`config.mk`:
```
export PLATFORM = sky130hd
export DESIGN_NAME = cfm_clock_fail_monitor
export DESIGN_NICKNAME = d
export VERILOG_FILES = /design/src/design/cfm_pkg.sv /design/src/design/cfm_clock_fail_monitor.sv /design/src/design/cfm_fail_detector.sv
export VERILOG_INCLUDE_DIRS = /design/src /design/src/design
export SDC_FILE = /design/constraint.sdc
export NUM_CORES = 1
export LEC_CHECK = 0
export BUFFER_PORTS_ARGS = -buffer_cell sky130_fd_sc_hd__buf_2
export CORE_UTILIZATION = 50
export CTS_CLUSTER_DIAMETER = 40
export DETAILED_ROUTE_END_ITERATION = 8
export GPL_TIMING_DRIVEN = 0
export PLACE_DENSITY = 0.89
export SYNTH_ARGS = -nofsm -noshare
export SYNTH_HDL_FRONTEND = slang
export SYNTH_SLANG_ARGS = --single-unit
```
`constraint.sdc`:
```
create_clock -name clk -period 4.1 [get_ports clk]
set_input_delay 0.82 -clock clk [delete_from_list [all_inputs] [get_ports clk]]
set_output_delay 0.82 -clock clk [all_outputs]
set_load 0.03 [all_outputs]
```
`src/design/cfm_defines.svh`:
```
// register map, field positions, reset values and timing counts of the clock fail monitor
`ifndef CFM_DEFINES_SVH
`define CFM_DEFINES_SVH

// ----------------------------------------------------------------
// register byte offsets
// ----------------------------------------------------------------
`define CFM_ADDR_CTRL 4'h0
`define CFM_ADDR_FLAGS 4'h4
`define CFM_ADDR_IRQEN 4'h8
`define CFM_ADDR_STATUS 4'hc

// ----------------------------------------------------------------
// field positions
// ----------------------------------------------------------------
`define CFM_CTRL_SEL_LSB 0
`define CFM_CTRL_SEL_MSB 2
`define CFM_CTRL_DIV_LSB 4
`define CFM_CTRL_DIV_MSB 7
`define CFM_FLAGS_FAIL_BIT 0
`define CFM_IRQEN_FAIL_BIT 0
`define CFM_STAT_FAILSAFE_BIT 0
`define CFM_STAT_STARTUP_BIT 1
`define CFM_STAT_SRC_LSB 2
`define CFM_STAT_SRC_MSB 3
`define CFM_STAT_MONITOR_BIT 4

// ----------------------------------------------------------------
// reset values
// ----------------------------------------------------------------
`define CFM_CTRL_DIV_RESET 4'h0
`define CFM_MODE_RESET 3'h0

// ----------------------------------------------------------------
// timing counts
// ----------------------------------------------------------------
`define CFM_LF_DIVIDE 64
`define CFM_STARTUP_PERIODS 1024

`endif

```
`src/design/cfm_pkg.sv`:
```
// types shared by the clock fail monitor files
package cfm_pkg;

  typedef enum logic [2:0] {
    MODE_INTERNAL_HF = 3'h0,
    MODE_LOW_POWER_CRYSTAL = 3'h1,
    MODE_CRYSTAL = 3'h2,
    MODE_HIGH_SPEED_CRYSTAL = 3'h3,
    MODE_EXT_CLOCK_LOW = 3'h4,
    MODE_EXT_CLOCK_MEDIUM = 3'h5,
    MODE_EXT_CLOCK_HIGH = 3'h6,
    MODE_SECONDARY = 3'h7
  } cfm_mode_t;

  typedef enum logic [1:0] {
    SRC_INTERNAL = 2'h0,
    SRC_EXTERNAL = 2'h1,
    SRC_HF_1MHZ = 2'h2
  } cfm_clksrc_t;

  typedef enum logic [5:0] {
    ST_START = 6'h01,
    ST_STARTUP = 6'h02,
    ST_RUN_EXT = 6'h04,
    ST_RUN_INT = 6'h08,
    ST_FAILSAFE = 6'h10,
    ST_SLEEP = 6'h20
  } cfm_state_t;

endpackage

```
`src/design/cfm_clock_fail_monitor.sv`:
```
// clock fail monitor: supervision, fallback to internal oscillator and wishbone registers
// ----------------------------------------------------------------
// ----------------------------------------------------------------
//
// The register addresses and register access over Wishbone were decided locally.
`include "cfm_defines.svh"
module cfm_clock_fail_monitor #(
  parameter int LF_DIVIDE = `CFM_LF_DIVIDE,
  parameter int STARTUP_PERIODS = `CFM_STARTUP_PERIODS
) (
  // clock and reset
  input wire logic clk,
  input wire logic rst,
  // wishbone slave
  input wire logic [3:0] wb_adr_i,
  input wire logic [31:0] wb_dat_i,
  input wire logic [3:0] wb_sel_i,
  input wire logic wb_we_i,
  input wire logic wb_cyc_i,
  input wire logic wb_stb_i,
  output logic [31:0] wb_dat_o,
  output logic wb_ack_o,
  // configuration straps
  input wire logic monitorEnableFuse,
  input wire logic [2:0] cfgOscMode,
  // core events, one cycle each
  input wire logic sleepExec,
  input wire logic wakeUp,
  // oscillator pins
  input wire logic extClkIn,
  input wire logic lowFreqIntOscIn,
  // clock steering
  output logic [1:0] sysClkSel,
  output logic [3:0] newClockDivider,
  output logic startupRunning,
  output logic oscFailIrq
);

  localparam int HALF = LF_DIVIDE / 2;
  localparam int HW = $clog2(HALF);
  localparam int SW = $clog2(STARTUP_PERIODS);
  localparam logic [HW-1:0] HALF_LAST = HW'(HALF - 1);
  localparam logic [SW-1:0] START_LAST = SW'(STARTUP_PERIODS - 1);

  // ----------------------------------------------------------------
  // mode helpers
  // ----------------------------------------------------------------
  function automatic logic isExternal(input cfm_pkg::cfm_mode_t m);
    isExternal = (m != cfm_pkg::MODE_INTERNAL_HF);
  endfunction

  function automatic logic needsStartup(input cfm_pkg::cfm_mode_t m);
    // external clock inputs need no settling time
    needsStartup = (m == cfm_pkg::MODE_LOW_POWER_CRYSTAL) || (m == cfm_pkg::MODE_CRYSTAL) ||
                   (m == cfm_pkg::MODE_HIGH_SPEED_CRYSTAL) || (m == cfm_pkg::MODE_SECONDARY);
  endfunction

  // ----------------------------------------------------------------
  // pin synchronisers
  // ----------------------------------------------------------------
  // limitation: the external clock must stay well below half of clk
  logic extMeta_r;
  logic extSync_r;
  logic extPrev_r;
  logic lfMeta_r;
  logic lfSync_r;
  logic lfPrev_r;

  // no reset: the chain tracks the pins through reset, so release brings no false edge
  always_ff @(posedge clk)
  begin
    extMeta_r <= extClkIn;
    extSync_r <= extMeta_r;
    extPrev_r <= extSync_r;
    lfMeta_r <= lowFreqIntOscIn;
    lfSync_r <= lfMeta_r;
    lfPrev_r <= lfSync_r;
  end

  wire extFall = extPrev_r & ~extSync_r;
  wire lfRise = lfSync_r & ~lfPrev_r;

  // ----------------------------------------------------------------
  // sample clock divider
  // ----------------------------------------------------------------
  logic [HW-1:0] lfCount_r;
  logic sampleClk_r;

  wire lfWrap = lfRise & (lfCount_r == HALF_LAST);
  wire sampleRise = lfWrap & ~sampleClk_r;
  wire sampleFall = lfWrap & sampleClk_r;

  always_ff @(posedge clk)
  begin
    if (rst)
    begin
      lfCount_r <= '0;
      sampleClk_r <= 1'b0;
    end
    else if (lfRise)
    begin
      lfCount_r <= lfWrap ? '0 : lfCount_r + 1'b1;
      sampleClk_r <= sampleClk_r ^ lfWrap;
    end
  end

  // ----------------------------------------------------------------
  // register bus decode
  // ----------------------------------------------------------------
  cfm_pkg::cfm_state_t state_r;
  cfm_pkg::cfm_state_t stateNxt;
  cfm_pkg::cfm_mode_t selMode_r;
  logic [3:0] div_r;
  logic bootLoad_r;
  logic failSafe_r;
  logic failFlag_r;
  logic irqEn_r;
  logic ack_r;
  logic [31:0] dat_r;
  logic [SW-1:0] startCount_r;
  logic [1:0] sysClkSel_r;
  logic startupRunning_r;
  logic irq_r;
  logic failPulse;

  wire wbReq = wb_cyc_i & wb_stb_i & ~ack_r;
  wire wbWr = wbReq & wb_we_i & wb_sel_i[0];
  wire hitCtrl = (wb_adr_i == `CFM_ADDR_CTRL);
  wire hitFlags = (wb_adr_i == `CFM_ADDR_FLAGS);
  wire hitIrqEn = (wb_adr_i == `CFM_ADDR_IRQEN);
  wire hitStatus = (wb_adr_i == `CFM_ADDR_STATUS);
  wire ctrlWr = wbWr & hitCtrl;
  wire flagClr = wbWr & hitFlags & wb_dat_i[`CFM_FLAGS_FAIL_BIT];
  wire irqEnWr = wbWr & hitIrqEn;
  wire [2:0] wrSel = wb_dat_i[`CFM_CTRL_SEL_MSB:`CFM_CTRL_SEL_LSB];
  wire [3:0] wrDiv = wb_dat_i[`CFM_CTRL_DIV_MSB:`CFM_CTRL_DIV_LSB];
  // a rewrite of the same selection still restarts while in fail-safe
  wire selChange = (wrSel != selMode_r) | (wrDiv != div_r) | failSafe_r;
  wire switchReq = ctrlWr & selChange & (state_r != cfm_pkg::ST_SLEEP);
  wire monitorOn = monitorEnableFuse & (state_r == cfm_pkg::ST_RUN_EXT) & isExternal(selMode_r);
  wire startupDone = (state_r == cfm_pkg::ST_STARTUP) & extFall & (startCount_r == START_LAST);
  wire failSeen = failPulse & (state_r == cfm_pkg::ST_RUN_EXT);

  logic [31:0] rdData;
  always_comb
  begin
    rdData = 32'h0;
    if (hitCtrl)
    begin
      rdData[`CFM_CTRL_SEL_MSB:`CFM_CTRL_SEL_LSB] = selMode_r;
      rdData[`CFM_CTRL_DIV_MSB:`CFM_CTRL_DIV_LSB] = div_r;
    end
    else if (hitFlags)
      rdData[`CFM_FLAGS_FAIL_BIT] = failFlag_r;
    else if (hitIrqEn)
      rdData[`CFM_IRQEN_FAIL_BIT] = irqEn_r;
    else if (hitStatus)
    begin
      rdData[`CFM_STAT_FAILSAFE_BIT] = failSafe_r;
      rdData[`CFM_STAT_STARTUP_BIT] = startupRunning_r;
      rdData[`CFM_STAT_SRC_MSB:`CFM_STAT_SRC_LSB] = sysClkSel_r;
      rdData[`CFM_STAT_MONITOR_BIT] = monitorOn;
    end
  end

  // ----------------------------------------------------------------
  // detector
  // ----------------------------------------------------------------
  cfm_fail_detector u_detector (
    .clk(clk),
    .rst(rst),
    .enable(monitorOn),
    .extFall(extFall),
    .sampleRise(sampleRise),
    .sampleFall(sampleFall),
    .failPulse(failPulse)
  );

  // ----------------------------------------------------------------
  // source state machine
  // ----------------------------------------------------------------
  always_comb
  begin
    stateNxt = state_r;
    case (state_r)
      cfm_pkg::ST_START:
        if (bootLoad_r)
          stateNxt = cfm_pkg::ST_START;
        else if (!isExternal(selMode_r))
          stateNxt = cfm_pkg::ST_RUN_INT;
        else if (needsStartup(selMode_r))
          stateNxt = cfm_pkg::ST_STARTUP;
        else
          stateNxt = cfm_pkg::ST_RUN_EXT;
      cfm_pkg::ST_STARTUP:
        if (startupDone)
          stateNxt = cfm_pkg::ST_RUN_EXT;
      cfm_pkg::ST_RUN_EXT:
        if (failSeen)
          stateNxt = cfm_pkg::ST_FAILSAFE;
      cfm_pkg::ST_SLEEP:
        if (wakeUp)
          stateNxt = cfm_pkg::ST_START;
      cfm_pkg::ST_RUN_INT,
      cfm_pkg::ST_FAILSAFE:
        stateNxt = state_r;
      default:
        stateNxt = cfm_pkg::ST_START;
    endcase
    // sleep outranks a selection write in the same cycle
    if (sleepExec && state_r != cfm_pkg::ST_SLEEP)
      stateNxt = cfm_pkg::ST_SLEEP;
    else if (switchReq)
      stateNxt = cfm_pkg::ST_START;
  end

  logic [1:0] srcNxt;
  always_comb
  begin
    case (stateNxt)
      cfm_pkg::ST_RUN_EXT: srcNxt = cfm_pkg::SRC_EXTERNAL;
      cfm_pkg::ST_FAILSAFE: srcNxt = cfm_pkg::SRC_HF_1MHZ;
      default: srcNxt = cfm_pkg::SRC_INTERNAL;
    endcase
  end

  // fail-safe ends on sleep, on a switch to internal, or once the external switch lands
  wire fsClear = sleepExec | (switchReq & !isExternal(cfm_pkg::cfm_mode_t'(wrSel))) |
                 (state_r != cfm_pkg::ST_RUN_EXT && stateNxt == cfm_pkg::ST_RUN_EXT);
  wire failSafeNxt = failSeen | (failSafe_r & ~fsClear);
  // hardware set wins over a software clear in the same cycle
  wire failFlagNxt = failSeen | (failFlag_r & ~flagClr);
  wire irqEnNxt = irqEnWr ? wb_dat_i[`CFM_IRQEN_FAIL_BIT] : irqEn_r;

  always_ff @(posedge clk)
  begin
    if (rst)
    begin
      state_r <= cfm_pkg::ST_START;
      selMode_r <= cfm_pkg::cfm_mode_t'(`CFM_MODE_RESET);
      div_r <= `CFM_CTRL_DIV_RESET;
      bootLoad_r <= 1'b1;
      failSafe_r <= 1'b0;
      failFlag_r <= 1'b0;
      irqEn_r <= 1'b0;
    end
    else
    begin
      state_r <= stateNxt;
      bootLoad_r <= 1'b0;
      if (bootLoad_r)
        selMode_r <= cfm_pkg::cfm_mode_t'(cfgOscMode);
      else if (switchReq)
        selMode_r <= cfm_pkg::cfm_mode_t'(wrSel);
      if (switchReq)
        div_r <= wrDiv;
      failSafe_r <= failSafeNxt;
      failFlag_r <= failFlagNxt;
      irqEn_r <= irqEnNxt;
    end
  end

  // ----------------------------------------------------------------
  // startup timer
  // ----------------------------------------------------------------
  always_ff @(posedge clk)
  begin
    if (rst)
      startCount_r <= '0;
    else if (state_r != cfm_pkg::ST_STARTUP)
      startCount_r <= '0;
    else if (extFall)
      startCount_r <= startCount_r + 1'b1;
  end

  // ----------------------------------------------------------------
  // outputs and bus answer
  // ----------------------------------------------------------------
  always_ff @(posedge clk)
  begin
    if (rst)
    begin
      sysClkSel_r <= cfm_pkg::SRC_INTERNAL;
      startupRunning_r <= 1'b0;
      irq_r <= 1'b0;
      ack_r <= 1'b0;
      dat_r <= 32'h0;
    end
    else
    begin
      sysClkSel_r <= srcNxt;
      startupRunning_r <= (stateNxt == cfm_pkg::ST_STARTUP);
      irq_r <= failFlagNxt & irqEnNxt;
      ack_r <= wbReq;
      if (wbReq)
        dat_r <= wb_we_i ? 32'h0 : rdData;
    end
  end

  assign wb_ack_o = ack_r;
  assign wb_dat_o = dat_r;
  assign sysClkSel = sysClkSel_r;
  assign newClockDivider = div_r;
  assign startupRunning = startupRunning_r;
  assign oscFailIrq = irq_r;

endmodule

```
`src/design/cfm_fail_detector.sv`:
```
// detector latch comparing external clock falling edges against the sample clock
module cfm_fail_detector (
  // clock and reset
  input wire logic clk,
  input wire logic rst,
  // control
  input wire logic enable,
  // events, one cycle each
  input wire logic extFall,
  input wire logic sampleRise,
  input wire logic sampleFall,
  // result
  output logic failPulse
);

  logic latch_r;
  logic armed_r;
  logic failPulse_r;
  logic latchNxt;
  logic armedNxt;
  logic failNxt;

  // a falling edge in the same cycle as the sample rise keeps the latch set
  assign latchNxt = enable & (extFall | (latch_r & ~sampleRise));
  // a check needs a whole half period measured from a rise
  assign armedNxt = enable & (armed_r | sampleRise);
  assign failNxt = enable & armed_r & sampleFall & ~latch_r & ~extFall;

  always_ff @(posedge clk)
  begin
    if (rst)
    begin
      latch_r <= 1'b0;
      armed_r <= 1'b0;
      failPulse_r <= 1'b0;
    end
    else
    begin
      latch_r <= latchNxt;
      armed_r <= armedNxt;
      failPulse_r <= failNxt;
    end
  end

  assign failPulse = failPulse_r;

endmodule

```
# --- After elaboration in Yosys (flattened, before gate mapping) ---
# Cells that the tools add are included.
# Widths: inputs -> output; s select.
op_classes:
  addsub: 2
  multipliers: 0
  div: 0
  order_cmp: 0
  eq_ne: 23
  shift: 0
  muxes: 25
  bitwise_logic: 49
  n_reduce_logical: 12
ops:
  columns: ["operator", "n"]
  rows:
  - ["$and 1x1->1", 31]
  - ["$mux 6", 5]
  - ["$pmux 6 s5", 1]
  - ["$mux 4", 4]
  - ["$mux 3", 5]
  - ["$eq 6x2->1 const B", 2]
  - ["$eq 6x3->1 const B", 2]
  - ["$eq 6x5->1 const B", 2]
  - ["$add 10x1->10 const B", 1]
  - ["$eq 10x10->1 const B", 1]
  - ["$mux 5", 2]
  - ["$not 1->1", 9]
  - ["$eq 4x4->1 const B", 2]
  - ["$mux 8", 1]
  - ["$or 1x1->1", 8]
  - ["$eq 3x2->1 const B", 2]
  - ["$eq 6x1->1 const B", 1]
  - ["$eq 6x4->1 const B", 1]
  - ["$eq 6x6->1 const B", 1]
  - ["$mux 1", 6]
  - ["$ne 6x2->1 const B", 1]
  - ["$ne 6x3->1 const B", 1]
  - ["$ne 6x6->1 const B", 1]
  - ["$reduce_bool 3->1", 2]
  - ["other kinds (15)", 19]
totals:
  regBits: 79
  latch_bits: 0
  mem_bits_rw: 0
  mem_bits_ro: 0
  input_bits: 53
  out_inout_bits: 41
  word_cells: 135
  mem_count: 0

# --- Longest topological paths before layout ---
logic_depth:
  ltp_word: 16
  ltp_mapped: 8
  ltp_nobuf: 8

# --- By module ---
# From an unflattened synthesis, not the netlist that was laid out.
unflattened:
  hier_cells: 288
  hier_area_um2: 2641.3
by_module_without_submodules:
  columns: ["module", "n_inst", "cells_per_inst", "area_per_inst_um2"]
  rows:
  - ["cfm_clock_fail_monitor", 1, 277, 2533.7]
  - ["cfm_fail_detector", 1, 11, 107.6]

# --- Worst setup path after synthesis ---
# Ideal clock, no wire load.
synth_path:
  path_kind: "input to register"
  startpoint: "in wb_adr_i[1]"
  endpoint: "reg selMode_r[2]"
  t_arrival_ps: 2332
  slack_ps: 1664
  stages: 5
  n_path_buf: 1
  path_cell_list: "or4_4 > a2111oi_4 > buf_6 > nor3_1 > a2111oi_2"
synth_via:
  elab_chain_cells: 5
synth_lines:
  columns: ["element", "line_no", "rtl"]
  rows:
  - ["start, declared", "cfm_clock_fail_monitor.sv:15", "input wire logic [3:0] wb_adr_i,"]
  - ["$logic_not 4->1 (no line)", null, null]
  - ["$and 1x1->1", "cfm_clock_fail_monitor.sv:132", "wire ctrlWr = wbWr & hitCtrl;"]
  - ["$and 1x1->1 (2 in a row)", "cfm_clock_fail_monitor.sv:139", "wire switchReq = ctrlWr & selChange & (state_r != cfm_pkg::ST_SLEEP);"]
  - ["$reduce_bool 2->1 (no line)", null, null]
  - ["end signal, assigned", "cfm_clock_fail_monitor.sv:240", "selMode_r <= cfm_pkg::cfm_mode_t'(`CFM_MODE_RESET);"]
  - ["end signal, assigned", "cfm_clock_fail_monitor.sv:252", "selMode_r <= cfm_pkg::cfm_mode_t'(cfgOscMode);"]
  - ["end signal, assigned", "cfm_clock_fail_monitor.sv:254", "selMode_r <= cfm_pkg::cfm_mode_t'(wrSel);"]
  - ["end, declared", "cfm_clock_fail_monitor.sv:112", "cfm_pkg::cfm_mode_t selMode_r;"]
# No other way between the ends.
# A chain may end at the register's enable or synchronous reset.

# --- Worst setup path in the final report ---
# Ends and elaborated chain as after synthesis.

==> results.json <==
{
  "dieWidth_um": 74.0,
  "yosys.area.top_type": "dfxtp_1",
  "fin_tns_setup_ns": 0,
  "post_cts_resized": 0,
  "worstReg2RegStart": "wb_ack_o$_SDFF_PP0_",
  "cts_setup_buffers": 0,
  "start_util_pct": 53.4,
  "insertion_delay_ns": 0.30,
  "synth_area_um2": 2590,
  "hold_end": "lfSync_r$_DFF_P_",
  "fin_nets": 407,
  "rr_worst_depth": 6,
  "arrival_ns": 2.64,
  "placed_area_um2": 2960,
  "cts_tree": "yes",
  "root_buffer": "clkbuf_8",
  "design_area_um2": 3070,
  "grt_pass1_vias": 2050,
  "r2r_setup_slack_ns": 1.88,
  "period_share_pct": 59.4,
  "min_path_cells": 0,
  "syn_avg_cell_area_um2": 9.31,
  "hold_class": "reg -> reg",
  "slew_headroom_pct": 50.4,
  "final_common_cell": "dfxtp_1",
  "die_area_um2": 5470,
  "cts_buffers": 5,
  "clock-sinks": 55,
  "highest_layer": "met4",
  "grt.total_usage_pct": 20.9,
  "grt_antenna_before_repair": 0,
  "gp_congestion": 0.834,
  "synth_top_area_share_pct": 42.5,
  "tightest_slew_ns": 0.739,
  "layout_setup_ws_ns": 1.67,
  "vias_per_cell": 5.25,
  "yosys_warnings": 0,
  "final_layout_size_suffix_gt1_share_pct": 24.1,
  "finalNonFillerCells": 416,
  "syn2layout_area_growth_pct": 18.5,
  "synth.distinct_cells": 48,
  "dp_hpwl_mm": 4.10,
  "slowest_stage": "or4_4",
  "finalSetupViolCount": 0,
  "cts_htree_levels": 2,
  "final_cell_mix": "dfxtp_1, buf_2, nor2_1",
  "cp_slowest_stage_delay_ns": 0.57,
  "grt_max_degree": 16,
  "hold_ws_ns": 0.334,
  "hp-start": "lfMeta_r$_DFF_P_",
  "path_clk_slew_ns": 0.09,
  "cts_hold_buf": 0,
  "drc": 0,
  "rows": 25,
  "maxCapViolCount": 0,
  "wl_met2_mm": 2.78,
  "cp_top_family": "compound AO/OA/AOI/OAI gates",
  "yosysSeqAreaShare_pct": 42.5,
  "dieHeight_um": 74.0,
  "syn-instance-count": 278,
  "required_ns": 4.30,
  "diodes": 0,
  "clockBufferDepth": 2,
  "timing.rr.end": "selMode_r[2]$_SDFFE_PP0P_",
  "dp_slack_ns": 1.36,
  "grt_pass1_wl_mm": 8.79,
  "hold_viol_final": 0,
  "pin_count": 94,
  "finish.utilization_pct": 63.3,
  "finalPower_mw": 1.04,
  "path_cells": "buf_2 > or4_4 > a2111oi_4 > buf_6 > nor3_1 > a2111oi_2",
  "io_buffers": 41,
  "ir_drop_mv": 0.286,
  "drtIter0Drc": 126,
  "wl_met3_um": 337,
  "vias": 2185,
  "period_needed_ns": 2.43,
  "start_kind": "input port",
  "status": "finished, final reports clean",
  "overflow": 0,
  "end_kind": "register",
  "dp.cells": 409,
  "path_max_fanout": 10,
  "max_freq_mhz": 411,
  "wl_per_cell_um": 13.3,
  "wirelength_met1_mm": 2.34,
  "crit_type": "in -> reg",
  "yosys-top-cells-area": "dfxtp_1, buf_4, nor2_1, xor2_1, a21oi_1",
  "p_leak_nw": 1.28,
  "powerDensity_nw_per_um2": 340,
  "slew_viol_final": 0,
  "drt-total-wl_mm": 5.52,
  "first_pass_iters": 4,
  "core_area_um2": 4850,
  "cp_num_buf_inv": 2,
  "skew_ns": 0.00234,
  "rsz0062_at_grt": "false",
  "synth-seq-cells": 55,
  "drt.antenna.violating_nets": 0
}
layout make-up:
cell class	instances	area, um^2
Multi-Input combinational cell	206	1330
Sequential cell	55	1100
Fill cell	394	1780
Clock inverter	1	30.0
Tap cell	67	83.8
Clock buffer	6	72.6
Buffer	32	218
Inverter	8	30.0
Timing Repair Buffer	41	205
worst reg2reg max path, cell delays in order, from the launching register on:
cell	delay, ns
dfxtp_1	0.31
nand3b_1	0.19
or4_4	0.48
a2111oi_4	0.51
buf_6	0.22
nor3_1	0.07
a2111oi_2	0.33
cell usage after synthesis (all sizes together):
| cell type | count |
|---|---|
| buf | 26 |
| a222oi | 2 |
| xor2 | 13 |
| o21a | 1 |
| and2 | 2 |
| a211oi | 3 |
| a22oi | 7 |
| a211o | 1 |
| ha | 5 |
| or3 | 2 |
| nor2b | 2 |
| inv | 8 |
| nor4b | 5 |
| a221oi | 1 |
| nor3 | 12 |
| o31ai | 1 |
| nand2 | 11 |
| nor3b | 5 |
| conb | 1 |
| and3 | 4 |
| and4 | 2 |
| xnor2 | 4 |
| nor2 | 38 |
| a31oi | 2 |
| a21oi | 14 |
| clkbuf | 6 |
| o21ai | 4 |
| nand4 | 6 |
| a2111oi | 4 |
| nand3b | 4 |
| mux2i | 6 |
| a32oi | 1 |
| mux4 | 1 |
| mux2 | 1 |
| nand3 | 2 |
| or3b | 2 |
| nand2b | 4 |
| nor4 | 5 |
| dfxtp | 55 |
| nand4b | 1 |
| a21o | 1 |
| or4 | 3 |
report_power, final:
group / total (mW) / switching [mW] / internal, mW
sequential: 0.559 / 0.0136 / 0.545
clock: 0.347 / 0.168 / 0.179
combinational: 0.137 / 0.0829 / 0.0543
total: 1.04 / 0.264 / 0.779
logic make-up after synthesis:
| group | Yosys count | share of synthesized area (%) |
|---|---|---|
| fa+ha+maj | 5 | 2.42 |
| xor+xnor | 17 | 5.75 |
| buf+inv | 40 | 9.57 |
| compound gates | 42 | 12.7 |
| flops | 55 | 42.5 |
| simple gates | 110 | 23.3 |
| other cells | 1 | 0.145 |
| mux | 8 | 3.62 |
worst max path at each step:
| stage | startpoint | to | slack, ns | cells after the start |
|---|---|---|---|---|
| 2_1_floorplan | wb_adr_i[1] | selMode_r[2]$_SDFFE_PP0P_ | 1.66 | 5 |
| 3_3_place_gp | wb_adr_i[1] | selMode_r[2]$_SDFFE_PP0P_ | 1.43 | 6 |
| 3_5_place_dp | wb_adr_i[1] | selMode_r[2]$_SDFFE_PP0P_ | 1.36 | 6 |
| 4_1_cts | wb_adr_i[1] | selMode_r[2]$_SDFFE_PP0P_ | 1.66 | 6 |
| 5_1_grt | wb_adr_i[1] | selMode_r[2]$_SDFFE_PP0P_ | 1.56 | 6 |
| 6_report | wb_adr_i[1] | selMode_r[2]$_SDFFE_PP0P_ | 1.67 | 6 |
layer usage:
layer	vias up	GRT usage, %
met5	-	0
li1	1085	-
met4	0	8.33
met2	82	38.1
met3	7	3.79
met1	1011	24.0
flip-flops by register name, indices dropped and copies added, names as in the netlist:
name,cells
startCount_r,10
wb_dat_o,8
state_r,6
lfCount_r,5
newClockDivider,4
selMode_r,3
sysClkSel,2
bootLoad_r,1
extMeta_r,1
extPrev_r,1
extSync_r,1
failFlag_r,1
failSafe_r,1
irqEn_r,1
lfMeta_r,1
lfPrev_r,1
lfSync_r,1
oscFailIrq,1
sampleClk_r,1
startupRunning,1
u_detector.armed_r,1
u_detector.failPulse,1
u_detector.latch_r,1
wb_ack_o,1
Note: power is estimated with default switching activity, not from simulation.
